<file path="config.mk">
export PLATFORM = sky130hd
export DESIGN_NAME = ppc_port
export DESIGN_NICKNAME = d
export VERILOG_FILES = /design/src/rtl/ppc_pkg.sv /design/src/rtl/ppc_sync.sv /design/src/rtl/ppc_port.sv
export SDC_FILE = /design/constraint.sdc
export NUM_CORES = 1
export LEC_CHECK = 0
export BUFFER_PORTS_ARGS = -buffer_cell sky130_fd_sc_hd__buf_4
export CORE_MARGIN = 1.5
export CORE_UTILIZATION = 40
export DETAILED_ROUTE_END_ITERATION = 8
export PLACE_DENSITY_LB_ADDON = 0.08
export SLEW_MARGIN = 30
export SYNTH_ARGS = -nofsm -noshare
export SYNTH_HDL_FRONTEND = slang
export SYNTH_HIERARCHICAL = 1
export SYNTH_SLANG_ARGS = --single-unit
</file>
<file path="constraint.sdc">
create_clock -name clk_i -period 2.69 [get_ports clk_i]
set_input_delay 0.269 -clock clk_i [delete_from_list [all_inputs] [get_ports clk_i]]
set_output_delay 0.269 -clock clk_i [all_outputs]
set_load 0.05 [all_outputs]
</file>
<file path="src/rtl/ppc_pkg.sv">
// Constants and carrier types for the port pin configuration block
// How it works
// - Per-pin bit makes output driver open-drain
// - Analog select resets to all ones
// - Output driven even while analog selected
// - Port read is zero on analog inputs
// - Digital inputs never feed analog conversion
package ppc_pkg;
  localparam int PIN_W = 16;
  localparam int ADDR_W = 3;
  // Register offsets
  localparam logic [ADDR_W-1:0] OFS_DIR = 3'h0;
  localparam logic [ADDR_W-1:0] OFS_PORT = 3'h1;
  localparam logic [ADDR_W-1:0] OFS_LAT = 3'h2;
  localparam logic [ADDR_W-1:0] OFS_ODC = 3'h3;
  localparam logic [ADDR_W-1:0] OFS_ANS = 3'h4;
  // Reset values
  localparam logic [PIN_W-1:0] RST_DIR = 16'hFFFF;
  localparam logic [PIN_W-1:0] RST_LAT = 16'h0000;
  localparam logic [PIN_W-1:0] RST_ODC = 16'h0000;
  localparam logic [PIN_W-1:0] RST_ANS = 16'hFFFF;
  // Pin-side bundle
  typedef struct packed {
    logic [PIN_W-1:0] out;
    logic [PIN_W-1:0] oe;
  } ppc_pin_drv_t;
  // Register bus request
  typedef struct packed {
    logic [ADDR_W-1:0] addr;
    logic [PIN_W-1:0] wdata;
    logic wr;
    logic rd;
  } ppc_bus_req_t;
endpackage

</file>
<file path="src/rtl/ppc_sync.sv">
// Two-flop synchroniser for the pin inputs
`timescale 1ns/10ps
module ppc_sync #(
  parameter int W = 16
) (
  // Clock and reset
  input wire logic clk_i,
  input wire logic rst_i,
  // Data
  input wire logic [W-1:0] d_i,
  output logic [W-1:0] q_o
);
  logic [W-1:0] meta_q;
  logic [W-1:0] meta_d;
  logic [W-1:0] sync_q;
  logic [W-1:0] sync_d;

  // Next values
  always_comb begin
    meta_d = d_i;
    sync_d = meta_q;
  end

  // Register stages
  always_ff @(posedge clk_i or posedge rst_i) begin
    if (rst_i) begin
      meta_q <= '0;
      sync_q <= '0;
    end else begin
      meta_q <= meta_d;
      sync_q <= sync_d;
    end
  end

  assign q_o = sync_q;
endmodule // ppc_sync

</file>
<file path="src/rtl/ppc_port.sv">
// Port pin analog and digital configuration block
//
// Our own choices: strobed register access and the address map.
`timescale 1ns/10ps
module ppc_port (
  // Clock and reset
  input wire logic clk_i,
  input wire logic rst_i,
  // Register port
  input wire logic [ppc_pkg::ADDR_W-1:0] addr_i,
  input wire logic [ppc_pkg::PIN_W-1:0] wdata_i,
  input wire logic wr_i,
  input wire logic rd_i,
  output logic [ppc_pkg::PIN_W-1:0] rdata_o,
  // Pins
  input wire logic [ppc_pkg::PIN_W-1:0] pin_i,
  output logic [ppc_pkg::PIN_W-1:0] pin_o,
  output logic [ppc_pkg::PIN_W-1:0] pin_oe_o,
  // Analog peripheral side
  output logic [ppc_pkg::PIN_W-1:0] analog_en_o,
  output logic [ppc_pkg::PIN_W-1:0] digital_in_o
);
  localparam int W = ppc_pkg::PIN_W;
  ppc_pkg::ppc_bus_req_t req;
  ppc_pkg::ppc_pin_drv_t drv;
  logic [W-1:0] dir_q, dir_d;
  logic [W-1:0] lat_q, lat_d;
  logic [W-1:0] odc_q, odc_d;
  logic [W-1:0] ans_q, ans_d;
  logic [W-1:0] rdata_q, rdata_d;
  logic [W-1:0] pin_sync;
  logic [W-1:0] port_val;

  // Bundle the bus request
  assign req = '{addr: addr_i, wdata: wdata_i, wr: wr_i, rd: rd_i};

  ppc_sync #(
    .W(W)
  ) i_ppc_sync (
    .clk_i(clk_i),
    .rst_i(rst_i),
    .d_i(pin_i),
    .q_o(pin_sync)
  );

  // Control register writes
  always_comb begin
    dir_d = dir_q;
    lat_d = lat_q;
    odc_d = odc_q;
    ans_d = ans_q;
    if (req.wr) begin
      case (req.addr)
        ppc_pkg::OFS_DIR: dir_d = req.wdata;
        ppc_pkg::OFS_PORT, ppc_pkg::OFS_LAT: lat_d = req.wdata;
        ppc_pkg::OFS_ODC: odc_d = req.wdata;
        ppc_pkg::OFS_ANS: ans_d = req.wdata;
        default: ;
      endcase
    end
  end

  // Register the controls
  always_ff @(posedge clk_i or posedge rst_i) begin
    if (rst_i) begin
      dir_q <= ppc_pkg::RST_DIR;
      lat_q <= ppc_pkg::RST_LAT;
      odc_q <= ppc_pkg::RST_ODC;
      ans_q <= ppc_pkg::RST_ANS;
    end else begin
      dir_q <= dir_d;
      lat_q <= lat_d;
      odc_q <= odc_d;
      ans_q <= ans_d;
    end
  end

  assign port_val = pin_sync & ~(ans_q & dir_q);

  // Read data mux, valid one cycle after the strobe
  always_comb begin
    rdata_d = '0;
    if (req.rd) begin
      case (req.addr)
        ppc_pkg::OFS_DIR: rdata_d = dir_q;
        ppc_pkg::OFS_PORT: rdata_d = port_val;
        ppc_pkg::OFS_LAT: rdata_d = lat_q;
        ppc_pkg::OFS_ODC: rdata_d = odc_q;
        ppc_pkg::OFS_ANS: rdata_d = ans_q;
        default: rdata_d = '0;
      endcase
    end
  end

  // Read data register
  always_ff @(posedge clk_i or posedge rst_i) begin
    if (rst_i) begin
      rdata_q <= '0;
    end else begin
      rdata_q <= rdata_d;
    end
  end

  // Pin drivers per bit
  for (genvar i = 0; i < W; i++) begin : g_pin
    // output driven regardless of analog select
    assign drv.out[i] = odc_q[i] ? 1'b0 : lat_q[i];
    assign drv.oe[i] = ~dir_q[i] & (odc_q[i] ? ~lat_q[i] : 1'b1);
  end

  assign rdata_o = rdata_q;
  assign pin_o = drv.out;
  assign pin_oe_o = drv.oe;
  // analog path only for analog-selected pins
  assign analog_en_o = ans_q;
  assign digital_in_o = pin_sync & ~ans_q;
endmodule // ppc_port

</file>
==> summary.md <==
| Metric | Value |
|---|---|
| Outcome | `finished clean` |
| Synthesized area per cell | `around 13 µm²` |
| Slew headroom | `between 40% and 50%` |
| Non-filler instance count after layout | `between 600 and 700` |
| Synth top area share | `about two fifths` |
| Final setup vio count | `0` |
| Inst Count DP | `624` |
| XOR/XNOR Fraction of Synth Area | `less than 1%` |
| Gr ovfl total | `0` |
| Most used DFF post-synth | `dfrtp_1` |
| Via density | `between 5 and 6` |
| LEAKAGE | `2.792 nW` |
| Routed Antenna Nets | `0` |
| CTS Buf Count | `9` |
| Worst Path Arrival | `around 1300 ps` |
| CP Data Required Time | `2420 ps` |
| Compound-Gate Fraction of Synth Area | `7.021%` |
| Most frequent cell after synthesis | `dfrtp_1` |
| Worst-path clk slew | `70 ps` |
| Synth top area cells | `dfrtp_1 41%, dfstp_2 17%, mux2_2 13%` |
| Mapped Nets | `slightly above 400` |
| Routed len/inst | `roughly 19 µm` |
| Cells along the critical path | `a21oi_1, buf_4` |
| Yosys reg bits | `112` |
| Actual slew at the worst max-slew pin | `~900 ps` |
| Hold Buf Count CTS | `1` |
| Initial DRC Count | `roughly 120` |
| Setup bufs post-CTS | `0` |
| Design Area, Final | `6161 µm²` |
| Crit-path slowest cell | `dfrtp_1` |
| Nets | `approximately 530` |
| Adder-cell share of the synthesized area | `0%` |
| Mapped Area | `4830 µm²` |
| Layout cells sized above 1 | `48.49%` |
| Worst Skew | `4.527 ps` |
| Die H | `112.9 µm` |
| Antenna violations before repair | `0` |
| CTS max path bufs | `2` |
| I/O pin count | `roughly 120` |
| Number of global-route vias before repair | `about 3,300` |
| Crit-path max FO | `4` |
| 1st-pass router iterations | `4` |
| First-pass GRT wire length | `between 15,000 and 20,000 µm` |
| Worst Hold Class | `in -> reg` |
| Fin crit share | `a little under three fifths` |
| Die X | `112.9 µm` |
| Post-synth EDFFs | `0` |
| Die Area | `around 13,000 µm²` |
| Total negative slack | `0 ps` |
| Worst setup EP type | `output pin` |
| Asr flop ratio synth | `100.0%` |
| Layout Utilization | `between 50% and 60%` |
| Simple-Gate Fraction of Synth Area | `between 10% and 20%` |
| DR DRC count | `0` |
| CTS tree | `built` |
| Core Region | `~12,000 µm²` |
| GR Util All Layers | `slightly below 20%` |
| Diode count | `0` |
| CP peak stage delay | `~400 ps` |
| Row count | `39` |
| Largest family of logic cells by synthesized area | `multiplexers` |
| Final HPWL DP | `~8200 µm` |
| Post-cts resize count | `0` |
| Clk Tree Root Cell | `clkbuf_16` |
| Max VDD drop | `between 0.4 and 0.5 mV` |
| Setup crit start kind | `register` |
| Htree depth | `3` |
| Tmin final | `approximately 1500 ps` |
| Placed Area | `5876 µm²` |
| Via count | `between 3,000 and 4,000` |
| Max Slew Vio Count | `0` |
| Sequential area share after synthesis | `about three fifths` |
| PortBufs | `around 120` |
| Initial core utilization | `approximately two fifths` |
| Max Cap Viol | `0` |
| DRT Wirelength | `~12,000 µm` |
| Fin. Hold Viols | `0` |
| Worst Setup Path Type | `reg -> out` |
| Proportion of synthesized area in mux cells | `a little under a fifth` |
| Final GP Congestion | `~0.77` |
| RSZ-0062 raised after global routing | `false` |
| Post-synthesis cell count | `between 300 and 400` |
| Largest net degree at the start of global routing | `42` |
| Synth warn | `6` |
| P per Cell Area | `885.8 nW/µm²` |
| Largest area contributor in the netlist | `dfrtp_1` |
| Fmax | `654.7 MHz` |
| Clock sinks | `112` |
| Synth top cells by count | `80 x dfrtp_1, 54 x mux2_2, 47 x nor2b_1` |
| Yosys cell types | `31` |
| Area grow syn2layout | `27.56%` |
| Clk Latency, worst-skew pair | `~350 ps` |
[critical path, delay by kind of cell, from the launching register on]
family	cells	cell delay (ps)
compound gates	1	260
buf+inv	1	250
flops	1	400
[cells by family (layout without fill, tap and decap cells)]
group,Yosys count,in the layout
buf+inv,21,148
mux,79,79
xor+xnor,1,1
compound gates,51,51
simple gates,106,106
flops,112,112
[report_power, final]
group | total [mW] | leakage (nW) | internal, mW | switching, mW
logic | 1.89 | 1.35 | 0.680 | 1.21
registers | 2.28 | 1.31 | 2.02 | 0.257
clock network | 1.29 | 0.134 | 0.718 | 0.573
[state kept, by name (all words and copies together) (netlist names)]
signal and flops:
i_ppc_sync/q_o 16, dir_q 16, analog_en_o 16, lat_q 16
i_ppc_sync/meta_q 16, rdata_o 16, odc_q 16
[through the flow]
step	total power [mW]	setup slack, ps	hold WS [ps]
floorplan	3.604	422.2	300.4
global placement	4.178	796.0	331.1
detailed placement	4.207	798.0	335.8
CTS	5.507	1157	12.29
global route	5.705	1147	8.017
finish	5.457	1163	21.08
[per-layer routing]
metal | routed length (µm) | global-route usage, % | vias to the layer above
li1 | - | - | 1534
met1 | 5351 | 25.98 | 1712
met2 | 5732 | 31.14 | 107
met3 | 579 | 3.321 | 14
met4 | 186 | 8.000 | 0
met5 | 0 | 0 | -
[final timing paths]
kind                                       start                    end  slack (ps)  cells past startpoint
setup / recovery                        odc_q[1]            pin_oe_o[1]        1160                      2
hold / removal                         pin_i[12]  i_ppc_sync/meta_q[12]          20                      1
setup reg to reg                  analog_en_o[8]             rdata_o[8]        1390                      4
hold reg to reg            i_ppc_sync/meta_q[15]     i_ppc_sync/q_o[15]         350                      0
max in group asynchronous                  rst_i               dir_q[3]        1340                      4
min in group asynchronous                  rst_i      i_ppc_sync/q_o[9]         510                      3
[cell usage in the layout (no fill, tap or decap), drive strengths merged]
master	count
o21ai	1
nand2	33
or2	1
and2	17
o21a	1
dfrtp	80
mux2	64
o22a	1
nor2b	48
clkinv	3
nand2b	1
clkbuf	13
mux2i	15
bufinv	1
xor2	1
buf	129
dlygate4sd3	1
nor2	1
inv	1
nand3	2
a31oi	16
nor3b	3
a21oi	16
o221ai	15
dfstp	32
o22ai	1
[final cells by class]
cell class                 instances  area [µm²]
sequential                       112        2843
timing repair buffer             130       991.0
fill                            1046        5453
multi-input combinational        237        1861
clock inverter                     2       35.03
inverter                           3       12.51
tap                              143       178.9
clock buffer                      13       240.2
No activity file was read; power rests on OpenSTA's default activity.
